--- src/logic/eip_params.svh ---
/*
  Offsets, field positions, reset values and vector codes for the external
  pin interrupt controller. Assumes inclusion by the package and by modules.
*/
`ifndef EIP_PARAMS_SVH
`define EIP_PARAMS_SVH
// Register indices; byte address is four times the index
`define EIP_IDX_SENSE 8'h15
`define EIP_IDX_MASK 8'h1b
`define EIP_IDX_FLAG 8'h1a
`define EIP_IDX_PMASK_HI 8'h20
`define EIP_IDX_PMASK_LO 8'h12
// Field positions
`define EIP_BIT_EXT 6
`define EIP_BIT_GRP_HI 5
`define EIP_BIT_GRP_LO 4
// Reset values
`define EIP_RST_SENSE 8'h00
`define EIP_RST_PMASK 8'h00
// Sense modes
`define EIP_SENSE_LOW 2'h0
`define EIP_SENSE_ANY 2'h1
`define EIP_SENSE_FALL 2'h2
`define EIP_SENSE_RISE 2'h3
// Vector program addresses
`define EIP_VEC_RESET 5'h00
`define EIP_VEC_EXT 5'h01
`define EIP_VEC_GRP_LO 5'h02
`define EIP_VEC_GRP_HI 5'h03
`define EIP_VEC_WDOG 5'h04
`define EIP_VEC_LAST 5'h10
// AXI responses
`define EIP_RESP_OKAY 2'h0
`define EIP_RESP_SLVERR 2'h2
`endif

--- src/logic/eip_pkg.sv ---
/*
  Types of the external pin interrupt controller.
  Assumes eip_params.svh is on the include path.
*/
package eip_pkg;
  `include "eip_params.svh"
  typedef logic [1:0] eip_sense_t;
  typedef logic [4:0] eip_vec_t;
  typedef enum logic {EIP_BUS_IDLE, EIP_BUS_RESP} eip_bus_t;
endpackage : eip_pkg

--- src/logic/eip_evt_if.sv ---
/*
  Carrier between the controller core and its two pin detectors.
  Assumes all signals live in the aclk domain.
*/
`timescale 1ns/1ps
interface eip_evt_if;
  logic [1:0] sense_mode;
  logic ext_edge_evt;
  logic ext_low;
  logic [11:0] pin_mask;
  logic grp_lo_evt;
  logic grp_hi_evt;
  modport ctrl (output sense_mode, output pin_mask, input ext_edge_evt, input ext_low,
    input grp_lo_evt, input grp_hi_evt);
  modport ext (input sense_mode, output ext_edge_evt, output ext_low);
  modport pc (input pin_mask, output grp_lo_evt, output grp_hi_evt);
endinterface : eip_evt_if

--- src/logic/eip_ctrl.sv ---
/*
  External pin interrupt controller with AXI4-Lite registers and vector table.
  Assumes one aclk domain, a core that acknowledges the presented vector,
  and peripheral sources presenting level requests for vectors 4 to 16.
*/
// Behaviour
// - Reset vector is address 0x0000, shared by all reset causes.
// - Dedicated pin vectors to 0x0001, group lo 0x0002, group hi 0x0003.
// - Other sources take fixed vectors 0x0004 through 0x0010.
// - Pins still trigger when driven as outputs by the part itself.
// - Group lo request rises when an enabled pin 7..0 toggles.
// - Group hi request rises when an enabled pin 11..8 toggles.
// - Two per-pin mask registers pick contributing pins per group.
// - Only pin-change inputs set in their group's pin mask are detected for wake-up purposes.
// - Sense field bits 1..0: low, any change, falling, rising.
// - Level mode keeps requesting while the pin stays low.
// - Edge detection needs the running I/O clock.
// - Low level detection serves wake-up from deep sleep.
// - Level dropped before start-up ends wakes without an interrupt.
// - Pin is sampled first; pulses over one clock are caught.
// - Pin interrupt needs mask bit 6 and the global enable.
// - Group hi needs mask bit 5 and global enable; vectors to its entry.
// - Group lo needs mask bit 4 and global enable; vectors to its entry.
// - Mask register bits 7 and 3..0 read zero.
// - Pin flag sets on trigger, clears on entry or write one; zero in level.
// - Group flags set on enabled change, clear on entry or write one.
// - Group lo pin mask: eight read-write bits, reset zero.
`timescale 1ns/1ps
module eip_ctrl
  import eip_pkg::*;
#(
  parameter int ADDR_W = 12,
  parameter int N_PERIPH = 13
) (
  input wire logic aclk,
  input wire logic aresetn,
  input wire logic [ADDR_W-1:0] s_axi_awaddr,
  input wire logic s_axi_awvalid,
  output logic s_axi_awready,
  input wire logic [31:0] s_axi_wdata,
  input wire logic [3:0] s_axi_wstrb,
  input wire logic s_axi_wvalid,
  output logic s_axi_wready,
  output logic [1:0] s_axi_bresp,
  output logic s_axi_bvalid,
  input wire logic s_axi_bready,
  input wire logic [ADDR_W-1:0] s_axi_araddr,
  input wire logic s_axi_arvalid,
  output logic s_axi_arready,
  output logic [31:0] s_axi_rdata,
  output logic [1:0] s_axi_rresp,
  output logic s_axi_rvalid,
  input wire logic s_axi_rready,
  input wire logic ext_irq_pin,
  input wire logic [11:0] pin_change_inputs,
  input wire logic core_global_ie,
  input wire logic [N_PERIPH-1:0] periph_req,
  input wire logic irq_ack,
  output logic irq_req,
  output eip_pkg::eip_vec_t irq_vector,
  output logic wake_req
);
  import eip_pkg::*;

  eip_evt_if evt ();

  eip_ext_sense u_ext (
    .aclk(aclk),
    .aresetn(aresetn),
    .ext_irq_pin(ext_irq_pin),
    .evt(evt.ext)
  );

  eip_pin_change #(
    .N_PINS(12),
    .N_LO(8)
  ) u_pc (
    .aclk(aclk),
    .aresetn(aresetn),
    .pin_change_inputs(pin_change_inputs),
    .evt(evt.pc)
  );

  // Register state
  logic [7:0] sense_reg;
  logic en_ext_reg;
  logic en_hi_reg;
  logic en_lo_reg;
  logic flag_ext_reg;
  logic flag_hi_reg;
  logic flag_lo_reg;
  logic [7:0] pmask_lo_reg;
  logic [3:0] pmask_hi_reg;
  logic irq_req_reg;
  eip_vec_t irq_vector_reg;
  logic wake_reg;

  // Bus state
  logic awready_reg;
  logic wready_reg;
  logic bvalid_reg;
  logic [1:0] bresp_reg;
  logic arready_reg;
  logic rvalid_reg;
  logic [31:0] rdata_reg;
  logic [1:0] rresp_reg;
  eip_bus_t wr_state_reg;

  assign evt.sense_mode = sense_reg[1:0];
  assign evt.pin_mask = {pmask_hi_reg, pmask_lo_reg};

  // Write decode
  wire [7:0] w_idx = s_axi_awaddr[9:2];
  wire w_hi_zero = (s_axi_awaddr[ADDR_W-1:10] == '0) && (s_axi_awaddr[1:0] == 2'h0);
  wire w_fire = s_axi_awvalid & s_axi_awready & s_axi_wvalid & s_axi_wready;
  wire w_lane = s_axi_wstrb[0];
  wire w_sense = w_hi_zero && (w_idx == `EIP_IDX_SENSE);
  wire w_mask = w_hi_zero && (w_idx == `EIP_IDX_MASK);
  wire w_flag = w_hi_zero && (w_idx == `EIP_IDX_FLAG);
  wire w_pmhi = w_hi_zero && (w_idx == `EIP_IDX_PMASK_HI);
  wire w_pmlo = w_hi_zero && (w_idx == `EIP_IDX_PMASK_LO);
  wire w_hit = w_sense | w_mask | w_flag | w_pmhi | w_pmlo;
  wire w_do = w_fire & w_lane;
  wire [7:0] wbyte = s_axi_wdata[7:0];

  // Read decode
  wire [7:0] r_idx = s_axi_araddr[9:2];
  wire r_hi_zero = (s_axi_araddr[ADDR_W-1:10] == '0) && (s_axi_araddr[1:0] == 2'h0);
  wire r_sense = r_hi_zero && (r_idx == `EIP_IDX_SENSE);
  wire r_mask = r_hi_zero && (r_idx == `EIP_IDX_MASK);
  wire r_flag = r_hi_zero && (r_idx == `EIP_IDX_FLAG);
  wire r_pmhi = r_hi_zero && (r_idx == `EIP_IDX_PMASK_HI);
  wire r_pmlo = r_hi_zero && (r_idx == `EIP_IDX_PMASK_LO);
  wire r_hit = r_sense | r_mask | r_flag | r_pmhi | r_pmlo;
  wire r_fire = s_axi_arvalid & s_axi_arready;

  wire [7:0] mask_view = {1'b0, en_ext_reg, en_hi_reg, en_lo_reg, 4'h0};
  wire [7:0] flag_view = {1'b0, flag_ext_reg, flag_hi_reg, flag_lo_reg, 4'h0};
  wire [7:0] rd_byte = r_sense ? sense_reg :
                       r_mask ? mask_view :
                       r_flag ? flag_view :
                       r_pmhi ? {4'h0, pmask_hi_reg} :
                       r_pmlo ? pmask_lo_reg : 8'h00;

  // Flags: set wins over clear
  wire level_mode = (sense_reg[1:0] == `EIP_SENSE_LOW);
  wire ack_take = irq_ack & irq_req_reg;
  wire ack_ext = ack_take && (irq_vector_reg == `EIP_VEC_EXT);
  wire ack_lo = ack_take && (irq_vector_reg == `EIP_VEC_GRP_LO);
  wire ack_hi = ack_take && (irq_vector_reg == `EIP_VEC_GRP_HI);
  wire clr_ext = ack_ext | (w_do & w_flag & wbyte[`EIP_BIT_EXT]);
  wire clr_hi = ack_hi | (w_do & w_flag & wbyte[`EIP_BIT_GRP_HI]);
  wire clr_lo = ack_lo | (w_do & w_flag & wbyte[`EIP_BIT_GRP_LO]);
  wire flag_ext_next = ~level_mode & (evt.ext_edge_evt | (flag_ext_reg & ~clr_ext));
  wire flag_hi_next = evt.grp_hi_evt | (flag_hi_reg & ~clr_hi);
  wire flag_lo_next = evt.grp_lo_evt | (flag_lo_reg & ~clr_lo);

  // Enable updates seen by the arbiter in the same cycle as the write
  wire en_ext_next = (w_do & w_mask) ? wbyte[`EIP_BIT_EXT] : en_ext_reg;
  wire en_hi_next = (w_do & w_mask) ? wbyte[`EIP_BIT_GRP_HI] : en_hi_reg;
  wire en_lo_next = (w_do & w_mask) ? wbyte[`EIP_BIT_GRP_LO] : en_lo_reg;

  // Pending requests in vector order, bit 0 is vector 1
  wire ext_src = level_mode ? evt.ext_low : flag_ext_next;
  wire [N_PERIPH+2:0] pend = {periph_req,
                              flag_hi_next & en_hi_next,
                              flag_lo_next & en_lo_next,
                              ext_src & en_ext_next};

  // Lowest index wins
  function automatic eip_vec_t pick(input logic [N_PERIPH+2:0] p);
    eip_vec_t v;
    v = `EIP_VEC_RESET;
    for (int i = N_PERIPH + 2; i >= 0; i--) begin
      if (p[i]) begin
        v = 5'(i) + `EIP_VEC_EXT;
      end
    end
    return v;
  endfunction : pick

  wire any_pend = |pend;
  wire req_next = core_global_ie & any_pend;
  wire eip_vec_t vec_next = pick(pend);
  // Wake works without the global enable; a low released before entry loses the request
  wire wake_next = (level_mode & evt.ext_low & en_ext_next) |
                   (evt.grp_lo_evt & en_lo_next) | (evt.grp_hi_evt & en_hi_next);

  // Configuration registers
  always_ff @(posedge aclk) begin
    if (!aresetn) begin
      sense_reg <= `EIP_RST_SENSE;
      en_ext_reg <= 1'b0;
      en_hi_reg <= 1'b0;
      en_lo_reg <= 1'b0;
      pmask_lo_reg <= `EIP_RST_PMASK;
      pmask_hi_reg <= 4'h0;
    end else begin
      en_ext_reg <= en_ext_next;
      en_hi_reg <= en_hi_next;
      en_lo_reg <= en_lo_next;
      if (w_do & w_sense) begin
        sense_reg <= wbyte;
      end
      if (w_do & w_pmlo) begin
        pmask_lo_reg <= wbyte;
      end
      if (w_do & w_pmhi) begin
        pmask_hi_reg <= wbyte[3:0];
      end
    end
  end

  // Flags and core outputs
  always_ff @(posedge aclk) begin
    if (!aresetn) begin
      flag_ext_reg <= 1'b0;
      flag_hi_reg <= 1'b0;
      flag_lo_reg <= 1'b0;
      irq_req_reg <= 1'b0;
      irq_vector_reg <= `EIP_VEC_RESET;
      wake_reg <= 1'b0;
    end else begin
      flag_ext_reg <= flag_ext_next;
      flag_hi_reg <= flag_hi_next;
      flag_lo_reg <= flag_lo_next;
      irq_req_reg <= req_next;
      irq_vector_reg <= vec_next;
      wake_reg <= wake_next;
    end
  end

  // Write channel: both address and data must be present
  always_ff @(posedge aclk) begin
    if (!aresetn) begin
      awready_reg <= 1'b0;
      wready_reg <= 1'b0;
      bvalid_reg <= 1'b0;
      bresp_reg <= `EIP_RESP_OKAY;
      wr_state_reg <= EIP_BUS_IDLE;
    end else begin
      case (wr_state_reg)
        EIP_BUS_IDLE: begin
          if (w_fire) begin
            awready_reg <= 1'b0;
            wready_reg <= 1'b0;
            bvalid_reg <= 1'b1;
            bresp_reg <= w_hit ? `EIP_RESP_OKAY : `EIP_RESP_SLVERR;
            wr_state_reg <= EIP_BUS_RESP;
          end else begin
            awready_reg <= s_axi_awvalid & s_axi_wvalid;
            wready_reg <= s_axi_awvalid & s_axi_wvalid;
          end
        end
        EIP_BUS_RESP: begin
          if (s_axi_bready) begin
            bvalid_reg <= 1'b0;
            wr_state_reg <= EIP_BUS_IDLE;
          end
        end
        default: begin
          wr_state_reg <= EIP_BUS_IDLE;
        end
      endcase
    end
  end

  // Read channel
  always_ff @(posedge aclk) begin
    if (!aresetn) begin
      arready_reg <= 1'b0;
      rvalid_reg <= 1'b0;
      rdata_reg <= 32'h0000_0000;
      rresp_reg <= `EIP_RESP_OKAY;
    end else if (r_fire) begin
      arready_reg <= 1'b0;
      rvalid_reg <= 1'b1;
      rdata_reg <= {24'h00_0000, rd_byte};
      rresp_reg <= r_hit ? `EIP_RESP_OKAY : `EIP_RESP_SLVERR;
    end else if (rvalid_reg) begin
      if (s_axi_rready) begin
        rvalid_reg <= 1'b0;
      end
    end else begin
      arready_reg <= s_axi_arvalid;
    end
  end

  assign s_axi_awready = awready_reg;
  assign s_axi_wready = wready_reg;
  assign s_axi_bvalid = bvalid_reg;
  assign s_axi_bresp = bresp_reg;
  assign s_axi_arready = arready_reg;
  assign s_axi_rvalid = rvalid_reg;
  assign s_axi_rdata = rdata_reg;
  assign s_axi_rresp = rresp_reg;
  assign irq_req = irq_req_reg;
  assign irq_vector = irq_vector_reg;
  assign wake_req = wake_reg;
endmodule : eip_ctrl

--- src/logic/eip_ext_sense.sv ---
/*
  Dedicated pin detector: synchroniser, edge and level sensing.
  Assumes the pin is an asynchronous input and aclk runs.
*/
`timescale 1ns/1ps
module eip_ext_sense
  import eip_pkg::*;
(
  input wire logic aclk,
  input wire logic aresetn,
  input wire logic ext_irq_pin,
  eip_evt_if.ext evt
);
  logic sync1_reg;
  logic sync2_reg;
  logic prev_reg;
  logic edge_reg;
  logic low_reg;
  wire rise = sync2_reg & ~prev_reg;
  wire fall = ~sync2_reg & prev_reg;
  logic hit;

  always_comb begin
    case (evt.sense_mode)
      `EIP_SENSE_ANY: hit = rise | fall;
      `EIP_SENSE_FALL: hit = fall;
      `EIP_SENSE_RISE: hit = rise;
      default: hit = 1'b0;
    endcase
  end

  // Pin is sampled, then compared with its previous sample
  always_ff @(posedge aclk) begin
    if (!aresetn) begin
      sync1_reg <= 1'b1;
      sync2_reg <= 1'b1;
      prev_reg <= 1'b1;
      edge_reg <= 1'b0;
      low_reg <= 1'b0;
    end else begin
      sync1_reg <= ext_irq_pin;
      sync2_reg <= sync1_reg;
      prev_reg <= sync2_reg;
      edge_reg <= hit;
      low_reg <= ~sync2_reg;
    end
  end

  assign evt.ext_edge_evt = edge_reg;
  assign evt.ext_low = low_reg;
endmodule : eip_ext_sense

--- src/logic/eip_pin_change.sv ---
/*
  Pin change detector for the twelve inputs, split into two groups.
  Assumes asynchronous pins; each passes a two stage synchroniser.
*/
`timescale 1ns/1ps
module eip_pin_change
  import eip_pkg::*;
#(
  parameter int N_PINS = 12,
  parameter int N_LO = 8
) (
  input wire logic aclk,
  input wire logic aresetn,
  input wire logic [N_PINS-1:0] pin_change_inputs,
  eip_evt_if.pc evt
);
  logic [N_PINS-1:0] toggle;
  logic lo_reg;
  logic hi_reg;

  for (genvar i = 0; i < N_PINS; i++) begin : g_pin
    logic s1_reg;
    logic s2_reg;
    logic prev_reg;
    always_ff @(posedge aclk) begin
      if (!aresetn) begin
        s1_reg <= 1'b0;
        s2_reg <= 1'b0;
        prev_reg <= 1'b0;
      end else begin
        s1_reg <= pin_change_inputs[i];
        s2_reg <= s1_reg;
        prev_reg <= s2_reg;
      end
    end
    assign toggle[i] = (s2_reg ^ prev_reg) & evt.pin_mask[i];
  end

  always_ff @(posedge aclk) begin
    if (!aresetn) begin
      lo_reg <= 1'b0;
      hi_reg <= 1'b0;
    end else begin
      lo_reg <= |toggle[N_LO-1:0];
      hi_reg <= |toggle[N_PINS-1:N_LO];
    end
  end

  assign evt.grp_lo_evt = lo_reg;
  assign evt.grp_hi_evt = hi_reg;
endmodule : eip_pin_change

--- config.mk ---
export PLATFORM = sky130hd
export DESIGN_NAME = eip_ctrl
export DESIGN_NICKNAME = d
export VERILOG_FILES = /design/src/logic/eip_pkg.sv /design/src/logic/eip_evt_if.sv /design/src/logic/eip_ctrl.sv /design/src/logic/eip_ext_sense.sv /design/src/logic/eip_pin_change.sv
export VERILOG_INCLUDE_DIRS = /design/src /design/src/logic
export SDC_FILE = /design/constraint.sdc
export NUM_CORES = 1
export LEC_CHECK = 0
export BUFFER_PORTS_ARGS = -buffer_cell sky130_fd_sc_hd__buf_2
export CAP_MARGIN = 10
export CORE_UTILIZATION = 36
export DETAILED_ROUTE_END_ITERATION = 8
export PLACE_DENSITY = 0.66
export SLEW_MARGIN = 40
export SYNTH_ARGS = -nofsm -noshare
export SYNTH_HDL_FRONTEND = slang
export SYNTH_SLANG_ARGS = --single-unit
--- constraint.sdc ---
create_clock -name aclk -period 2.6 [get_ports aclk]
set_input_delay 0.52 -clock aclk [delete_from_list [all_inputs] [get_ports aclk]]
set_output_delay 0.52 -clock aclk [all_outputs]
set_load 0.05 [all_outputs]
# Word level (Yosys, flattened, before mapping)

Cells that the tools add are included.

Div/mod/pow operators: 0
Bitwise gates (word level): 78
$add $sub $neg: 0
Reduce and logical (&&, ||, !) cells: 30
Shift-type cells: 0
Multiply operators: 0
Eq/ne operators: 18
Muxes and demuxes: 38
Magnitude comparators: 0

Operators with widths:

| operator           | number |
|---|---|
| $eq 8x5->1 const B | 8 |
| $and 1x1->1        | 41 |
| $mux 8             | 5 |
| $mux 4             | 8 |
| $reduce_or 16->1   | 2 |
| $or 1x1->1         | 17 |
| $eq 8x6->1 const B | 2 |
| $reduce_or 8->1    | 2 |
| $logic_and 1x1->1  | 15 |
| $mux 1             | 13 |
| $mux 3             | 4 |
| $xor 1x1->1        | 12 |
| $eq 5x2->1 const B | 2 |
| $logic_not 2->1    | 5 |
| $mux 2             | 4 |
| $not 1->1          | 8 |
| $reduce_or 4->1    | 2 |
| $eq 5x1->1 const B | 1 |
| $mux 5             | 1 |
| $eq 2x2->1 const B | 2 |
| $ne 2x2->1 const B | 2 |
| $pmux 1 s2         | 2 |
| $reduce_and 2->1   | 2 |
| $reduce_or 2->1    | 2 |
| other kinds (2)    | 2 |

Memories: 0
Memory bits (writable): 0
Flip-flop bits (word level): 93
Latch bits: 0
Output and inout port bits: 48
Memory bits (read-only): 0
Bits of input ports: 95

# Depth between registers and ports, before layout

Word-level depth: 16
Gate-level depth with buffers: 6

# Modules after synthesis

A second synthesis with hierarchy kept.

Cells, all modules: 410
Area total of the unflattened synthesis: 3872.5 um^2

By module, submodules not included:

| module         | times used | area each (um^2) | cells each |
|---|---|---|---|
| eip_ctrl       | 1          | 2513.7           | 294 |
| eip_pin_change | 1          | 1169.9           | 98 |
| eip_ext_sense  | 1          | 188.9            | 18 |

# Least setup slack after synthesis

No wires, ideal clock.

Path type: reg2reg
From: reg wready_reg, in the netlist s_axi_wready
To: reg irq_req_reg, in the netlist irq_req
Arrival time: 1972 ps
Stages on the path, launching flop included: 6
Setup slack: 507 ps
Clock period less this slack: 2093 ps
Buffers on the path: 0
Cell sequence: dfxtp_1 -> and4_1 -> nand4_2 -> mux2_4 -> o2bb2ai_2 -> o311a_1

Longest elaborated chain between the ends: 15

Ends and longest elaborated chain:

| item                     | line                                              | source |
|---|---|---|
| start: declaration       | eip_ctrl.sv:100                                   | `logic wready_reg;` |
| start signal: assignment | eip_ctrl.sv:252                                   | `wready_reg <= s_axi_awvalid & s_axi_wvalid;` |
| $and 1x1->1 (2 in a row) | n/a                                               |  |
| $and 1x1->1 (*)          | eip_ctrl.sv:115                                   | `wire w_fire = s_axi_awvalid & s_axi_awready & s_axi_wvalid & s_axi_wready;` |
| $and 1x1->1 (*)          | eip_ctrl.sv:123                                   | `wire w_do = w_fire & w_lane;` |
| $and 1x1->1              | eip_ctrl.sv:151, eip_ctrl.sv:152, eip_ctrl.sv:153 |  |
| $and 1x1->1              | eip_ctrl.sv:151                                   | `` wire clr_ext = ack_ext \| (w_do & w_flag & wbyte[`EIP_BIT_EXT]); `` |
| $or 1x1->1               | eip_ctrl.sv:151                                   |  |
| $not 1->1                | eip_ctrl.sv:154                                   | `wire flag_ext_next = ~level_mode & (evt.ext_edge_evt \| (flag_ext_reg & ~clr_ext));` |
| $and 1x1->1              | eip_ctrl.sv:154                                   |  |
| $or 1x1->1               | eip_ctrl.sv:154                                   |  |
| $and 1x1->1              | eip_ctrl.sv:154                                   |  |
| $mux 1                   | eip_ctrl.sv:164                                   | `wire ext_src = level_mode ? evt.ext_low : flag_ext_next;` |
| $and 1x1->1              | eip_ctrl.sv:168                                   | `ext_src & en_ext_next};` |
| $reduce_or 16->1 (*)     | eip_ctrl.sv:182                                   | `wire any_pend = \|pend;` |
| $and 1x1->1 (*)          | eip_ctrl.sv:183                                   | `wire req_next = core_global_ie & any_pend;` |
| end signal: assignment   | eip_ctrl.sv:227                                   | `irq_req_reg <= req_next;` |
| end: declaration         | eip_ctrl.sv:94                                    | `logic irq_req_reg;` |

Every way passes the cells marked *; elsewhere a longest branch is shown, timed or not.
A chain may end at the register's enable or synchronous reset.

# Worst setup path after layout

From: reg wready_reg, in the netlist s_axi_wready
To: reg sense_reg[1]

Longest elaborated chain between the ends: 5

Ends and longest elaborated chain:

| item                     | line            | source |
|---|---|---|
| $and 1x1->1 (2 in a row) | n/a             |  |
| $and 1x1->1 (*)          | eip_ctrl.sv:115 |  |
| $and 1x1->1 (*)          | eip_ctrl.sv:123 |  |
| $and 1x1->1 (*)          | eip_ctrl.sv:202 | `if (w_do & w_sense) begin` |
| end signal: assignment   | eip_ctrl.sv:192 | `` sense_reg <= `EIP_RST_SENSE; `` |
| end signal: assignment   | eip_ctrl.sv:203 | `sense_reg <= wbyte;` |
| end: declaration         | eip_ctrl.sv:85  | `logic [7:0] sense_reg;` |

Marked as above.

==> summary.md <==
| Metric | Value |
|---|---|
| Compound-gate portion of the synthesized area | `10.3%` |
| CTS tree | `done` |
| Tightest Pin Transition | `slightly above 0.5 ns` |
| Hpwl dp | `roughly 6 mm` |
| Max VDD drop | `around 380 uV` |
| Pin count of the biggest net entering global routing | `39` |
| Full die area | `~11000 um^2` |
| Area Growth Syn to Fin | `18.1%` |
| Final WL | `roughly 8 mm` |
| RSZ-0062 raised after global routing | `no` |
| Core area | `approximately 10000 um^2` |
| Post-synth EDFFs | `0` |
| Pwr Total | `around 0.0027 W` |
| IO Count | `143` |
| Final Max Tran Viols | `0` |
| Synth warn | `0` |
| Worst hold-check path type | `in2reg` |
| Number of setup violations in the final report | `0` |
| Cell Rows | `37` |
| Drt initial violations | `174` |
| Post-CTS Setup Repair Bufs | `0` |
| Min Tclk post-route | `roughly 2.0 ns` |
| Worst path required time | `about 2.8 ns` |
| Die height | `approximately 110 um` |
| # DRC | `0` |
| Starting Density | `between 30% and 40%` |
| N_diodes | `0` |
| XOR/XNOR Fraction of Synth Area | `2.70%` |
| Non-Filler Instances | `approximately 640` |
| Hold WS | `between 0.3 and 0.4 ns` |
| Post-detailed-route count of antenna-violating nets | `0` |
| Clock root buffer | `clkbuf_8` |
| Clk_skew | `about 0.0093 ns` |
| Finished Core Util | `between 40 and 50%` |
| Clock Sinks | `a little over 90` |
| Async SR Flop Fraction | `0%` |
| Final Cycle Share | `between 70% and 80%` |
| GRT Overall Usage | `between 10 and 15%` |
| GRT overflow | `0` |
| Worst Path Max Fanout | `8` |
| Worst skew pair latency | `0.36 ns` |
| Fmax achieved | `slightly below 0.5 GHz` |
| Sequential fraction of the synthesis area | `between 40% and 50%` |
| Vias/cell | `slightly below 5` |
| Fraction of layout instances using a drive strength above 1 | `24.2%` |
| Die width | `between 100 and 150 um` |
| P per Cell Area | `about 600 nW/um^2` |
| First-pass GRT wire length | `12.9 mm` |
| CP endpoint kind | `flop` |
| Inserted Clock Buffers | `9` |
| Startpoint types | `flop` |
| Adder-Cell Fraction of Synth Area | `less than 1%` |
| Relative slew margins | `65.5%` |
| Post-CTS resize count | `0` |
| CTS H-Tree Depth | `3` |
| Synth Area in Simple Gates | `between 20% and 30%` |
| # hold bufs at CTS | `0` |
| Status | `finished clean` |
| CP Class | `reg2reg` |
| First-pass DRT Iterations | `5` |
| Top Metal Used | `met4` |
| Post-Syn Instances | `410` |
| DR WL/cell | `around 13 um` |
| Final weighted congestion in routability-driven placement | `0.785` |
| Netlist Area Pre-Place | `a little under 4000 um^2` |
| Netlist cell types | `57` |
| Post-synthesis mux area share | `roughly 7.6%` |
| WP data arrival | `about 2.3 ns` |
| Largest family of logic cells by synthesized area | `simple AND/OR/NAND/NOR gates` |
| Seq cells post-synth | `91` |
| Metal3 WL | `426 um` |
| Via count | `just over 3000` |
| Placed insts | `roughly 630` |
| Initial antenna violation count | `0` |
| Post-Route M1 WL | `roughly 3.6 mm` |
| Buffers on Ports | `between 80 and 90` |
| Clk buf depth | `2` |
| Routed met2 length | `just under 4 mm` |
| TNS Setup | `0 ns` |
| Leakage | `between 2 and 2.5 nW` |
| Final Hold Vio Count | `0` |
| Worst-path clk slew | `~0.1 ns` |
| Synth Flop Type | `dfxtp_1` |
| Syn Area/Cell | `roughly 9.5 um^2` |
| Final Net Count | `roughly 600` |
| Vias in the first global route | `approximately 2800` |
| Max-Cap Viols | `0` |
cells in the final DEF, fill, tap and decap left out, types with 5 or more instances in the layout:
cell,netlist,final
xor2_1,12,12
o21ai_0,6,6
a21oi_1,19,19
nor2_1,47,47
a22oi_1,7,7
inv_6,0,5
nor2b_1,5,5
clkbuf_8,0,9
nor4_1,5,5
nand2b_1,6,6
conb_1,1,26
a221oi_1,6,6
dfxtp_1,91,91
mux2i_1,27,27
nand2_1,25,25
nand3_1,8,8
and2_1,39,39
buf_4,27,7
buf_2,2,89
inv_1,7,7
final timing paths:
path / from / end / slack, ns / cells after the start
worst min register to register: u_ext.sync1_reg / u_ext.sync2_reg / 0.42 / 1
worst min-delay path: ext_irq_pin / u_ext.sync1_reg / 0.35 / 2
worst max register to register: s_axi_wready / sense_reg[1] / 0.57 / 5
worst max-delay path: s_axi_wready / sense_reg[1] / 0.57 / 5
area by class of cell:
type,count,area [um^2]
timing repair buffer,96,498
clock buffer,9,124
multi-input combinational,295,1870
clock inverter,7,81.3
fill,1054,5820
tap,136,170
sequential,91,1820
inverter,7,26.3
cell families (layout without fill, tap and decap cells):
family,count (synthesis),count (layout)
compound gates,57,57
fa+ha+maj,2,2
simple gates,169,169
buf+inv,49,119
flops,91,91
mux,29,29
xor+xnor,12,12
other cells,1,26
synth_stat cells, types with 2 or more instances:
cell | count | area [um^2]
a21oi_1 | 19 | 95.1
a221oi_1 | 6 | 52.6
a22oi_1 | 7 | 52.6
a31oi_1 | 2 | 12.5
and2_1 | 39 | 244
and4_1 | 3 | 26.3
buf_2 | 2 | 10.0
buf_4 | 27 | 203
clkbuf_1 | 12 | 45.0
dfxtp_1 | 91 | 1820
ha_1 | 2 | 25.0
inv_1 | 7 | 26.3
mux2i_1 | 27 | 270
nand2_1 | 25 | 93.8
nand2b_1 | 6 | 37.5
nand3_1 | 8 | 40.0
nand4_1 | 2 | 12.5
nor2_1 | 47 | 176
nor2b_1 | 5 | 31.3
nor3_1 | 4 | 20.0
nor3b_1 | 4 | 30.0
nor4_1 | 5 | 31.3
nor4b_1 | 3 | 26.3
o21ai_0 | 6 | 30.0
o221ai_1 | 3 | 26.3
o31ai_1 | 2 | 15.0
or3_1 | 2 | 12.5
or4_1 | 4 | 30.0
xor2_1 | 12 | 105
report_power, final:
part / switching [W] / internal (W)
sequential: 0.0000167 / 0.00143
clock: 0.000532 / 0.000462
combinational: 0.000215 / 0.0000906
per-stage QoR:
| stage | worst slack, ns | cell area [um^2] |
|---|---|---|
| after global placement | 0.255 | 4390 |
| final | 0.573 | 4600 |
| after floorplan | 0.507 | 3980 |
| after CTS | 0.571 | 4600 |
| after detailed placement | 0.219 | 4390 |
| after global routing | 0.412 | 4600 |
routing by layer:
metal  track usage (%)  up-vias
met5                 0        -
met4              4.27        0
met3              3.99       12
met2              25.5       94
met1              17.3     1423
li1                  -     1562
worst max-delay path, cell delays in order (launching register included):
cell and delay, ns:
dfxtp_1 0.45, and4_1 0.27, nand3_1 0.10, or4_1 0.76, mux2i_1 0.26, nor2_1 0.06
Power figures use the tool's default switching activity.
